`src/design/rsr_defines.svh`:
```
// constants of the reader status register bank
`ifndef RSR_DEFINES_SVH
`define RSR_DEFINES_SVH

// register indices, byte address is four times the index
`define RSR_IDX_STATUS_ONE   6'h07
`define RSR_IDX_STATUS_TWO   6'h08
`define RSR_IDX_FILL_COUNT   6'h0a
`define RSR_IDX_WARN_THRESH  6'h0b

// reset values
`define RSR_RST_STATUS_ONE   8'h21
`define RSR_RST_STATUS_TWO   8'h00
`define RSR_RST_WARN_THRESH  6'h08

// status_one bit positions
`define RSR_S1_CRC_ZERO      6
`define RSR_S1_CRC_DONE      5
`define RSR_S1_IRQ           4
`define RSR_S1_TIMER         3
`define RSR_S1_HIGH_WARN     1
`define RSR_S1_LOW_WARN      0

// status_two bit positions
`define RSR_S2_HEAT_CLEAR    7
`define RSR_S2_FAST_FORCE    6
`define RSR_S2_CIPHER        3

// fill count register: flush strobe position
`define RSR_FC_FLUSH         7

// link state codes
`define RSR_LS_IDLE          3'h0
`define RSR_LS_WAIT_LAUNCH   3'h1
`define RSR_LS_TX_WAIT       3'h2
`define RSR_LS_TRANSMIT      3'h3
`define RSR_LS_RX_WAIT       3'h4
`define RSR_LS_WAIT_DATA     3'h5
`define RSR_LS_RECEIVE       3'h6

// fifo depth and overheat clear limit in degrees
`define RSR_FIFO_DEPTH       8'h40
`define RSR_HEAT_LIMIT_C     8'h7d

`endif

```
`src/design/rsr_pkg.sv`:
```
// types of the reader status register bank
package rsr_pkg;

    // position of the transmit/receive sequencer
    typedef enum logic [2:0] {
        LINK_IDLE, LINK_WAIT_LAUNCH, LINK_TX_WAIT, LINK_TRANSMIT,
        LINK_RX_WAIT, LINK_WAIT_DATA, LINK_RECEIVE
    } rsr_link_e;

    // crc coprocessor events
    typedef struct packed {
        logic start;        // calculation begins
        logic finish;       // calculation ends
        logic by_command;   // run was launched by crc_compute_command
        logic result_zero;  // result register equals zero
    } rsr_crc_s;

    // timer unit view
    typedef struct packed {
        logic       counting;          // decrements on next timer clock
        logic [1:0] timer_gate_select; // nonzero selects gated mode
        logic       enabled;           // timer started, gate level ignored
    } rsr_timer_s;

    // interrupt sources and enables
    typedef struct packed {
        logic [7:0] common_req;
        logic [7:0] common_interrupt_enable;
        logic [7:0] misc_req;
        logic [7:0] misc_interrupt_enable;
    } rsr_irq_s;

    // sequencer events and settings
    typedef struct packed {
        logic       arm;            // transceive command active
        logic       launch_transmit;
        logic       tx_end;         // last bit sent
        logic       rx_start;       // first bit seen
        logic       rx_end;         // frame received
        logic       abort;          // command stopped
        logic       wait_for_field;
        logic [7:0] tx_guard_time;
        logic [7:0] rx_guard_time;
    } rsr_link_s;

    // whole state of the bank
    typedef struct packed {
        logic        waitreq;
        logic [31:0] rdata;
        logic        crc_zero;
        logic        crc_done;
        logic [6:0]  fill;
        logic [5:0]  thresh;
        logic        high_warn;
        logic        low_warn;
        logic        heat_clear;
        logic        fast_force;
        logic        filter_fast;
        logic        heat_err;
        logic        cipher;
        rsr_link_e   link;
        logic [7:0]  guard;
        logic        fld_s1;
        logic        fld_s2;
    } rsr_state_s;

endpackage : rsr_pkg

```
`src/design/rsr_status_regs.sv`:
```
// reader status register bank behind an avalon-mm slave
`include "rsr_defines.svh"
`timescale 1ns/1ps
`default_nettype none

module rsr_status_regs (
    // clock and reset
    input  wire logic              clk,
    input  wire logic              resetn,
    // avalon-mm slave, byte addressed
    input  wire logic [7:0]        avs_address,
    input  wire logic              avs_read,
    input  wire logic              avs_write,
    input  wire logic [31:0]       avs_writedata,
    input  wire logic [3:0]        avs_byteenable,
    output logic [31:0]            avs_readdata,
    output logic                   avs_waitrequest,
    // event sources
    input  wire rsr_pkg::rsr_crc_s   crc_ev,
    input  wire rsr_pkg::rsr_timer_s timer_in,
    input  wire rsr_pkg::rsr_irq_s   irq_in,
    input  wire rsr_pkg::rsr_link_s  link_in,
    input  wire logic              field_present_pin,
    // fifo activity
    input  wire logic              fifo_push,
    input  wire logic              fifo_pop,
    // card cipher, overheat and bus filter sources
    input  wire logic              auth_success,
    input  wire logic              rw_mode,
    input  wire logic              overheat_detect,
    input  wire logic [7:0]        temp_celsius,
    input  wire logic              bus_hs_protocol,
    // outputs to the rest of the reader
    output logic                   overheat_error,
    output logic                   bus_filter_fast,
    output logic                   card_cipher_active,
    output logic [2:0]             link_state,
    output logic [6:0]             fifo_fill_count,
    output logic                   fifo_high_warn,
    output logic                   fifo_low_warn
);

    rsr_pkg::rsr_state_s s_q;      // registered state
    rsr_pkg::rsr_state_s s_d;      // next state
    logic                req;      // a bus request is present
    logic                take;     // request completes this edge
    logic                wr_byte0; // write touches the data byte
    logic [5:0]          idx;      // register index from address
    logic                irq_any;  // enabled interrupt pending
    logic                timer_flag;
    logic [7:0]          s1_val;   // status_one readback
    logic [7:0]          s2_val;   // status_two readback
    logic [7:0]          rd_val;   // selected readback
    logic                fld;      // synchronised field presence
    logic                guard_ok; // guard elapsed and field ok
    logic [2:0]          link_code;

    // map sequencer position to its status code
    always_comb begin
        unique case (s_q.link)
            rsr_pkg::LINK_IDLE:        link_code = `RSR_LS_IDLE;
            rsr_pkg::LINK_WAIT_LAUNCH: link_code = `RSR_LS_WAIT_LAUNCH;
            rsr_pkg::LINK_TX_WAIT:     link_code = `RSR_LS_TX_WAIT;
            rsr_pkg::LINK_TRANSMIT:    link_code = `RSR_LS_TRANSMIT;
            rsr_pkg::LINK_RX_WAIT:     link_code = `RSR_LS_RX_WAIT;
            rsr_pkg::LINK_WAIT_DATA:   link_code = `RSR_LS_WAIT_DATA;
            rsr_pkg::LINK_RECEIVE:     link_code = `RSR_LS_RECEIVE;
            default:                   link_code = `RSR_LS_IDLE;
        endcase
    end

    // readback and decode helpers
    always_comb begin
        req      = avs_read | avs_write;
        // the master samples a low waitrequest while still requesting
        take     = req & ~s_q.waitreq;
        wr_byte0 = take & avs_write & avs_byteenable[0];
        idx      = avs_address[7:2];
        fld      = s_q.fld_s2;
        // enable masks of both enable groups apply
        irq_any  = |(irq_in.common_req & irq_in.common_interrupt_enable)
                 | |(irq_in.misc_req & irq_in.misc_interrupt_enable);
        // gated mode ignores the gate level itself
        if (timer_in.timer_gate_select != 2'h0) begin
            timer_flag = timer_in.enabled;
        end else begin
            timer_flag = timer_in.counting;
        end
        // reserved bits 7 and 2 stay zero
        s1_val = 8'h00;
        s1_val[`RSR_S1_CRC_ZERO]  = s_q.crc_zero;
        s1_val[`RSR_S1_CRC_DONE]  = s_q.crc_done;
        s1_val[`RSR_S1_IRQ]       = irq_any;
        s1_val[`RSR_S1_TIMER]     = timer_flag;
        s1_val[`RSR_S1_HIGH_WARN] = s_q.high_warn;
        s1_val[`RSR_S1_LOW_WARN]  = s_q.low_warn;
        // reserved bits 5 and 4 stay zero
        s2_val = 8'h00;
        s2_val[`RSR_S2_HEAT_CLEAR] = s_q.heat_clear;
        s2_val[`RSR_S2_FAST_FORCE] = s_q.fast_force;
        s2_val[`RSR_S2_CIPHER]     = s_q.cipher;
        s2_val[2:0]                = link_code;
        // unmapped addresses read as zero
        unique case (idx)
            `RSR_IDX_STATUS_ONE:  rd_val = s1_val;
            `RSR_IDX_STATUS_TWO:  rd_val = s2_val;
            `RSR_IDX_FILL_COUNT:  rd_val = {1'b0, s_q.fill};   // flush reads 0
            `RSR_IDX_WARN_THRESH: rd_val = {2'h0, s_q.thresh};
            default:              rd_val = 8'h00;
        endcase
    end

    // guard time and field check shared by both wait states
    always_comb begin
        // without wait_for_field the field is not awaited
        guard_ok = (s_q.guard == 8'h00)
                 & (fld | ~link_in.wait_for_field);
    end

    // next state of the whole bank
    always_comb begin
        s_d = s_q;

        // bus handshake: one wait cycle, then the answer for one edge
        if (req & s_q.waitreq) begin
            s_d.waitreq = 1'b0;
            s_d.rdata   = {24'h000000, rd_val};
        end else begin
            s_d.waitreq = 1'b1;
        end
        if (!(avs_read & s_q.waitreq)) begin
            s_d.rdata = 32'h00000000;
        end

        // field pin synchroniser
        s_d.fld_s1 = field_present_pin;
        s_d.fld_s2 = s_q.fld_s1;

        // crc flags: zero flag drops while computing; a finish
        // in the same cycle as a start wins
        // no gating on radio traffic: the flag is left undefined
        // there and software is pointed at crc_fail_error
        if (crc_ev.start) begin
            s_d.crc_zero = 1'b0;
            s_d.crc_done = 1'b0;
        end
        if (crc_ev.finish) begin
            s_d.crc_zero = crc_ev.result_zero;
            if (crc_ev.by_command) begin
                s_d.crc_done = 1'b1;
            end
        end

        // fill count, saturating at the buffer bounds
        if (fifo_push & ~fifo_pop) begin
            if ({1'b0, s_q.fill} < `RSR_FIFO_DEPTH) begin
                s_d.fill = s_q.fill + 7'h01;
            end
        end else if (fifo_pop & ~fifo_push) begin
            if (s_q.fill != 7'h00) begin
                s_d.fill = s_q.fill - 7'h01;
            end
        end

        // software writes; status_one takes none of them
        if (wr_byte0) begin
            unique case (idx)
                `RSR_IDX_STATUS_TWO: begin
                    s_d.heat_clear = avs_writedata[`RSR_S2_HEAT_CLEAR];
                    s_d.fast_force = avs_writedata[`RSR_S2_FAST_FORCE];
                    // clear is honoured only once the die has cooled
                    if (avs_writedata[`RSR_S2_HEAT_CLEAR] &&
                        temp_celsius < `RSR_HEAT_LIMIT_C) begin
                        s_d.heat_err = 1'b0;
                    end
                    // software may only clear the cipher flag
                    if (!avs_writedata[`RSR_S2_CIPHER]) begin
                        s_d.cipher = 1'b0;
                    end
                end
                `RSR_IDX_FILL_COUNT: begin
                    // flush empties the count; a push in the
                    // same cycle is dropped with the flushed data
                    if (avs_writedata[`RSR_FC_FLUSH]) begin
                        s_d.fill = 7'h00;
                    end
                end
                `RSR_IDX_WARN_THRESH: begin
                    s_d.thresh = avs_writedata[5:0];
                end
                default: begin
                    // read-only or unmapped: ignored
                    s_d.thresh = s_q.thresh;
                end
            endcase
        end

        // hardware sets win over software clears
        if (overheat_detect) begin
            s_d.heat_err = 1'b1;
        end
        if (auth_success & rw_mode) begin
            s_d.cipher = 1'b1;
        end

        // watermarks follow the next fill count so they stay in step
        s_d.high_warn = (`RSR_FIFO_DEPTH - {1'b0, s_d.fill})
                      <= {2'h0, s_d.thresh};
        s_d.low_warn  = {1'b0, s_d.fill} <= {1'b0, s_d.thresh};

        // input filter: forced fast or following the protocol
        s_d.filter_fast = s_d.fast_force | bus_hs_protocol;

        // transmit/receive sequencer
        if (s_q.guard != 8'h00) begin
            s_d.guard = s_q.guard - 8'h01;
        end
        unique case (s_q.link)
            rsr_pkg::LINK_IDLE: begin
                if (link_in.arm) begin
                    s_d.link = rsr_pkg::LINK_WAIT_LAUNCH;
                end
            end
            rsr_pkg::LINK_WAIT_LAUNCH: begin
                if (link_in.launch_transmit) begin
                    s_d.link  = rsr_pkg::LINK_TX_WAIT;
                    s_d.guard = link_in.tx_guard_time;
                end
            end
            rsr_pkg::LINK_TX_WAIT: begin
                if (guard_ok) begin
                    s_d.link = rsr_pkg::LINK_TRANSMIT;
                end
            end
            rsr_pkg::LINK_TRANSMIT: begin
                if (link_in.tx_end) begin
                    s_d.link  = rsr_pkg::LINK_RX_WAIT;
                    s_d.guard = link_in.rx_guard_time;
                end
            end
            rsr_pkg::LINK_RX_WAIT: begin
                if (guard_ok) begin
                    s_d.link = rsr_pkg::LINK_WAIT_DATA;
                end
            end
            rsr_pkg::LINK_WAIT_DATA: begin
                if (link_in.rx_start) begin
                    s_d.link = rsr_pkg::LINK_RECEIVE;
                end
            end
            rsr_pkg::LINK_RECEIVE: begin
                // a still-armed command goes round again
                if (link_in.rx_end) begin
                    s_d.link = link_in.arm ? rsr_pkg::LINK_WAIT_LAUNCH
                                           : rsr_pkg::LINK_IDLE;
                end
            end
            default: begin
                s_d.link = rsr_pkg::LINK_IDLE;
            end
        endcase
        // a stopped command always returns to idle
        if (link_in.abort) begin
            s_d.link  = rsr_pkg::LINK_IDLE;
            s_d.guard = 8'h00;
        end
    end

    // state register; reset gives 21h and 00h readbacks
    always_ff @(posedge clk or negedge resetn) begin
        if (!resetn) begin
            s_q             <= '0;
            s_q.waitreq     <= 1'b1;
            // each flag keeps bit 0 of its shifted reset byte
            s_q.crc_zero    <= 1'(`RSR_RST_STATUS_ONE >> `RSR_S1_CRC_ZERO);
            s_q.crc_done    <= 1'(`RSR_RST_STATUS_ONE >> `RSR_S1_CRC_DONE);
            s_q.low_warn    <= 1'(`RSR_RST_STATUS_ONE >> `RSR_S1_LOW_WARN);
            s_q.high_warn   <= 1'(`RSR_RST_STATUS_ONE >> `RSR_S1_HIGH_WARN);
            s_q.heat_clear  <= 1'(`RSR_RST_STATUS_TWO >> `RSR_S2_HEAT_CLEAR);
            s_q.thresh      <= `RSR_RST_WARN_THRESH;
            s_q.link        <= rsr_pkg::LINK_IDLE;
        end else begin
            s_q <= s_d;
        end
    end

    // outputs straight from the state register
    always_comb begin
        avs_readdata       = s_q.rdata;
        avs_waitrequest    = s_q.waitreq;
        overheat_error     = s_q.heat_err;
        bus_filter_fast    = s_q.filter_fast;
        card_cipher_active = s_q.cipher;
        link_state         = s_q.link;
        fifo_fill_count    = s_q.fill;
        fifo_high_warn     = s_q.high_warn;
        fifo_low_warn      = s_q.low_warn;
    end

endmodule // rsr_status_regs

`default_nettype wire

```
`config.mk`:
```
export PLATFORM = sky130hd
export DESIGN_NAME = rsr_status_regs
export DESIGN_NICKNAME = d
export VERILOG_FILES = /design/src/design/rsr_pkg.sv /design/src/design/rsr_status_regs.sv
export VERILOG_INCLUDE_DIRS = /design/src /design/src/design
export SDC_FILE = /design/constraint.sdc
export NUM_CORES = 1
export LEC_CHECK = 0
export ABC_CLOCK_PERIOD_IN_PS = 4500
export BUFFER_PORTS_ARGS = -buffer_cell sky130_fd_sc_hd__buf_2
export CAP_MARGIN = 20
export CORE_ASPECT_RATIO = 0.7
export CORE_MARGIN = 2
export CORE_UTILIZATION = 46
export DETAILED_ROUTE_END_ITERATION = 6
export PLACE_DENSITY = 0.85
export SLEW_MARGIN = 25
export SYNTH_ARGS = -nofsm -noshare
export SYNTH_HDL_FRONTEND = slang
export SYNTH_SLANG_ARGS = --single-unit
```
`constraint.sdc`:
```
create_clock -name clk -period 4.5 [get_ports clk]
set_input_delay 0.9 -clock clk [delete_from_list [all_inputs] [get_ports clk]]
set_output_delay 0.9 -clock clk [all_outputs]
set_load 0.01 [all_outputs]
```
# Word-level counts from Yosys, hierarchy flattened
# Index checks and enable logic that the tools add are counted.
[classes] magnitude_cmp=4 n_mux=37 eq_ne=19 add_sub_neg=4 bitwise=19 reduce_logical=18
[ops] op="$mux W32" count=2
[ops] op="$mux W7" count=6
[ops] op="$mux W11" count=3
[ops] op="$pmux W8 S4" count=1
[ops] op="$ne A3 B3 Y1 const B" count=7
[ops] op="$pmux W3 S7" count=1
[ops] op="$eq A6 B4 Y1 const B" count=3
[ops] op="$pmux W3 S6" count=1
[ops] op="$and A8 B8 Y8" count=2
[ops] op="$pmux W8 S2" count=1
[ops] op="$reduce_or A8 Y1" count=2
[ops] op="$mux W3" count=5
[ops] op="$reduce_bool A2 Y1" count=7
[ops] op="$mux W13" count=1
[ops] op="$mux W1" count=10
[ops] op="$and A1 B1 Y1" count=9
[ops] op="$eq A3 B3 Y1 const B" count=3
[ops] op="$le A8 B6 Y1" count=1
[ops] op="$logic_not A8 Y1" count=1
[ops] op="$lt A8 B7 Y1 const B" count=1
[ops] op="$mux W2" count=4
[ops] op="$mux W8" count=1
[ops] op="$reduce_bool A8 Y1" count=1
[ops] op="$sub A7 B7 Y8 const A" count=1
[ops] op="19 further kinds" count=27
[word_totals] regBits=68 input_bits=126 wordCells=118 out_inout_bits=48

# Depth between registers and ports, before layout
[logic_depth] ltp_word=9 mapped_depth=17

# Least setup slack after synthesis
# No wires, ideal clock.
[synth_timing] path_kind="input port to flip-flop" start="in fifo_pop" end="reg s_q (netlist bit fifo_high_warn)" stages=15 path_slack_ns=1.221 setup_time_ns=0.079 t_required_ns=4.421 t_arrival_ns=3.200 path_cell_list="buf_2 -> xnor2_1 -> a211oi_1 -> xnor2_1 -> nor2b_1 -> inv_1 -> ha_1 -> a211oi_1 -> a21oi_1 -> ha_1 -> o21ai_0 -> a21oi_1 -> o31ai_1 -> nand3_1 -> mux2i_1"
[synth_rtl] item="from (decl)" line_no="rsr_status_regs.sv:26" text="input wire logic fifo_pop,"
[synth_rtl] item="to (decl)" line_no="rsr_status_regs.sv:43" text="rsr_pkg::rsr_state_s s_q;"

==> impl_metrics.csv <==
group,metric,value,unit
sta,fmaxAchievable,252.6,MHz
sta,final.setup.tns,0,ns
sta,final_critical_path_setup_slack,0.5416,ns
cts,ctsRootBufferMaster,"sky130_fd_sc_hd__clkbuf_8",
drt,route.detailed.wl_per_inst,16.09,um
yosys,syn_avg_cell_area,9.116,um^2
min_path,worst_hold_path_type,"register to register",
cts,post_cts.resized_instances,0,
yosys,warnings_from_yosys,0,
cts,clock_tree_from_tritoncts,"built",
power,power.share.sequential,32.5,%
drt,routed_wl,8.944,mm
cts,numClockSinks,44,
cts,hold_fix_buffers_cts,0,
global_routing,globalRoute.totalOverflow,0,
sta,finalHoldViolCount,0,
sta,period_needed,3.958,ns
yosys,post_synth_xor_area_fraction,3.403,%
critical_path,regToRegSetupSlack,0.54,ns
yosys,post_synth_and_or_nand_nor_area_fraction,20.61,%
global_routing,grt_util_all_layers,22.93,%
critical_path,crit_path_cell_trace,"inv_1, ha_1, nor3b_1, a211oi_1, xnor2_1, nor2b_1, inv_1, ha_1, a211oi_1, a21oi_1, ha_1, o21ai_0, a21oi_1, o31ai_1, nand3_1, mux2i_1",
sta,slew_headroom,31.87,%
drt,drtAntennaViolNets,0,
yosys,synth_seq_area_share,33.06,%
critical_path,criticalPathCategory,"register to register",
final_layout,nFillCells,615,
critical_path,cp.arrival,4.20,ns
final_layout,nets,604,
die,floorplan.die.width,105.9,um
drt,drc_errors,0,
drt,number_of_optimization_iterations_in_the_first_detailed_route_pass,5,
cts,buffer_levels_on_the_longest_clock_path,2,
global_routing,antenna_violations_before_repair,0,
power,power.density,485.1,nW/um^2
drt,number_of_vias_in_the_routed_layout,3160,
placement,portBuffers,120,
power,max-vdd-ir-drop,0.0002176,V
cts,cts-buffers-inserted,5,
sta,timing.final.max_slew_violations,0,
critical_path,worst_ep_required_time,4.74,ns
job,drv_cap,0,
outcome,run_status,"finished, final reports clean",
critical_path,crit_buf_inv,2,
yosys,synth_enable_flop_cells,0,
min_path,number_of_stages_on_the_worst_hold_path,0,
yosys,syn-instance-count,367,
critical_path,setup.worst_path.end_class,"register",
power,cell_internal_pwr,0.001075,W
yosys,synth-seq-cells,44,
global_routing,first_global_vias,3092,
yosys,synthArstFlopShare,100.0,%
global_routing,first_pass_grt_wire_length,14.50,mm
cts,post_cts_buffers,0,
sta,finalCritPeriodShare,87.97,%
placement,dp_hpwl,7.064,mm
yosys,synth_compound_area_share,18.10,%
die,ioPinCount,174,
yosys,synth_top_family_by_area,"simple AND/OR/NAND/NOR gates",
critical_path,critical-path-top-delay-family,"simple AND/OR/NAND/NOR gates",
power,p_leak,1.894,nW
final_layout,area_growth,16.38,%
die,placeableCoreArea,6882,um^2
final_layout,antenna_cells,0,
sta,setup_repair_after_global_routing_missed_its_margin,"false",
global_routing,maximum_number_of_pins_on_one_net_before_global_route_repair,45,
critical_path,critPathMostFrequentCell,"sky130_fd_sc_hd__ha_1",
yosys,ys.flop_type,"sky130_fd_sc_hd__dfrtp_1",
critical_path,largest_fanout_of_any_net_on_the_critical_path,7,
power,switching_share,43.10,%
critical_path,worstSetupStartpointType,"register",
cts,insertion_delay,0.31,ns
sta,skew,0.01281,ns
power,power.combinational.fraction,50.6,%
critical_path,r2r-start,"fifo_fill_count[0]$_DFF_PN0_",
die,fp-row-count,25,
yosys,yosys.area_share.adder,6.358,%
critical_path,critical_path.reg2reg.endpoint,"fifo_high_warn$_DFF_PN0_",
min_path,hp-start,"s_d[0]$_DFF_PN0_",
cts,worst_setup_hold_path_clk_slew,0.10,ns
die,initial_core_util,48.62,%
sta,tightestPinTransition,1.006,ns
placement,dp_slack,0.5832,ns
yosys,synth.distinct_cells,67,
power,net-switching-power,0.0008140,W
cts,h-tree-depth,2,
yosys,synth.cell_area,3346,um^2
placement,finalWeightedCongestion,0.9494,
die,die-area,7983,um^2
final_layout,drive_gt1_share,32.25,%
drt,number_of_design_rule_violations_left_by_the_first_detailed_router_iteration,301,
min_path,hold_end,"fld$_DFF_PN0_",
die,die-height,75.36,um
drt,vias_per_cell,5.683,
sta,setup_viol_count_final,0,
power,share_clk_of_total_power,16.9,%
yosys,synth_mux_area_share,5.834,%
critical_path,worstRegToRegCells,16,
critical_path,crit_slowest_cell,"sky130_fd_sc_hd__nor3b_1",
critical_path,delay_of_the_slowest_critical_path_stage,0.60,ns
==> synthesized netlist by cell type, types with 3 or more instances <==
master	number	area, um^2
sky130_fd_sc_hd__buf_4	42	315.3
sky130_fd_sc_hd__dfrtp_1	40	1001
sky130_fd_sc_hd__nor2_1	31	116.4
sky130_fd_sc_hd__nand2_1	29	108.9
sky130_fd_sc_hd__ha_1	17	212.7
sky130_fd_sc_hd__o21ai_0	15	75.07
sky130_fd_sc_hd__a21oi_1	13	65.06
sky130_fd_sc_hd__inv_1	12	45.04
sky130_fd_sc_hd__mux2_2	12	135.1
sky130_fd_sc_hd__a222oi_1	9	90.09
sky130_fd_sc_hd__clkbuf_1	9	33.78
sky130_fd_sc_hd__nand2b_1	8	50.05
sky130_fd_sc_hd__nor2b_1	8	50.05
sky130_fd_sc_hd__xnor2_1	8	70.07
sky130_fd_sc_hd__mux2i_1	6	60.06
sky130_fd_sc_hd__a22oi_1	5	37.54
sky130_fd_sc_hd__and3_1	5	31.28
sky130_fd_sc_hd__buf_2	5	25.02
sky130_fd_sc_hd__nor3_1	5	25.02
sky130_fd_sc_hd__xor2_1	5	43.79
sky130_fd_sc_hd__a211oi_1	4	30.03
sky130_fd_sc_hd__a221oi_1	4	35.03
sky130_fd_sc_hd__a22o_1	4	35.03
sky130_fd_sc_hd__dfstp_2	4	105.1
sky130_fd_sc_hd__nand3_1	4	20.02
sky130_fd_sc_hd__nand4_1	4	25.02
sky130_fd_sc_hd__a21o_1	3	22.52
sky130_fd_sc_hd__a31oi_1	3	18.77
sky130_fd_sc_hd__nand4b_1	3	26.28
==> per-layer routing <==
layer | GRT usage [%] | part of all wire [%] | up-vias
met5 | 0 | 0 | -
met4 | 7.164 | 1.2 | 0
met3 | 5.218 | 7.1 | 14
met2 | 38.06 | 47 | 129
met1 | 30.60 | 45 | 1531
li1 | - | - | 1486
==> metrics by stage <==
stage	utilization, %	cells	hold slack (ns)	total power, W	area [um^2]
after global placement	54.87	548	0.3375	0.001501	3776
after floorplan	-	390	0.3312	0.001323	3432
after CTS	56.55	556	0.3672	0.001876	3891
after global routing	56.58	556	0.3726	0.002034	3894
final	56.58	556	0.3662	0.001889	3894
after detailed placement	54.87	548	0.3477	0.001555	3776
==> state kept, by name (all words and copies together), names as in the netlist <==
name                cells
bus_filter_fast         1
s_d                     1
avs_waitrequest         1
s2_val                  2
s_q                    14
link_state              3
fld                     1
avs_readdata            8
fifo_low_warn           1
s1_val                  2
fifo_high_warn          1
fifo_fill_count         7
card_cipher_active      1
overheat_error          1
==> final cells by class <==
cell class | instances | area (um^2) | area share (%)
clock buffer | 5 | 68.82 | 1.767
clock inverter | 3 | 46.29 | 1.189
inverter | 12 | 45.04 | 1.157
multi-input combinational | 278 | 1907 | 48.97
sequential | 44 | 1106 | 28.41
tap | 94 | 117.6 | 3.021
timing repair buffer | 120 | 603.1 | 15.49
==> power by group through the flow <==
stage	logic [W]	registers, W	clock network [W]
finish	0.000955	0.000614	0.000319
CTS	0.000944	0.000610	0.000322
detailed placement	0.000937	0.000617	0
floorplan	0.000789	0.000534	0
global placement	0.000886	0.000615	0
global route	0.00107	0.000631	0.000335
==> worst max path at each step <==
stage / slack [ns] / cells past startpoint / start / end
final: 0.54 / 16 / fifo_fill_count[0]$_DFF_PN0_ / fifo_high_warn$_DFF_PN0_
after global routing: 0.09 / 16 / fifo_fill_count[0]$_DFF_PN0_ / fifo_high_warn$_DFF_PN0_
after CTS: 0.61 / 16 / fifo_fill_count[0]$_DFF_PN0_ / fifo_high_warn$_DFF_PN0_
after detailed placement: 0.58 / 15 / avs_address[4] / fifo_high_warn$_DFF_PN0_
after global placement: 0.74 / 15 / avs_address[4] / fifo_high_warn$_DFF_PN0_
after floorplan: 1.22 / 15 / fifo_pop / fifo_high_warn$_DFF_PN0_
==> cells in the final DEF, fill, tap and decap left out, types with 6 or more instances in the layout <==
cell                       count
sky130_fd_sc_hd__dfrtp_1      40
sky130_fd_sc_hd__xnor2_1       8
sky130_fd_sc_hd__o21ai_0      15
sky130_fd_sc_hd__nand2b_1      8
sky130_fd_sc_hd__nor2b_1       8
sky130_fd_sc_hd__nor2_1       31
sky130_fd_sc_hd__nand2_1      29
sky130_fd_sc_hd__a222oi_1      9
sky130_fd_sc_hd__conb_1       24
sky130_fd_sc_hd__ha_1         17
sky130_fd_sc_hd__mux2_2       12
sky130_fd_sc_hd__inv_1        12
sky130_fd_sc_hd__a21oi_1      13
sky130_fd_sc_hd__buf_2       119
sky130_fd_sc_hd__mux2i_1       6
==> cells by family (layout without fill, tap and decap cells) <==
kind of cell / Yosys count / in the layout
AOI/OAI and AO/OA: 83 / 83
xor gates and xnor gates: 13 / 13
adders and majority gates: 17 / 17
buffers and inverters: 68 / 140
DFF: 44 / 44
muxes: 18 / 18
other: 1 / 24
and+or+nand+nor: 123 / 123
(Power assumes the default switching activity.)
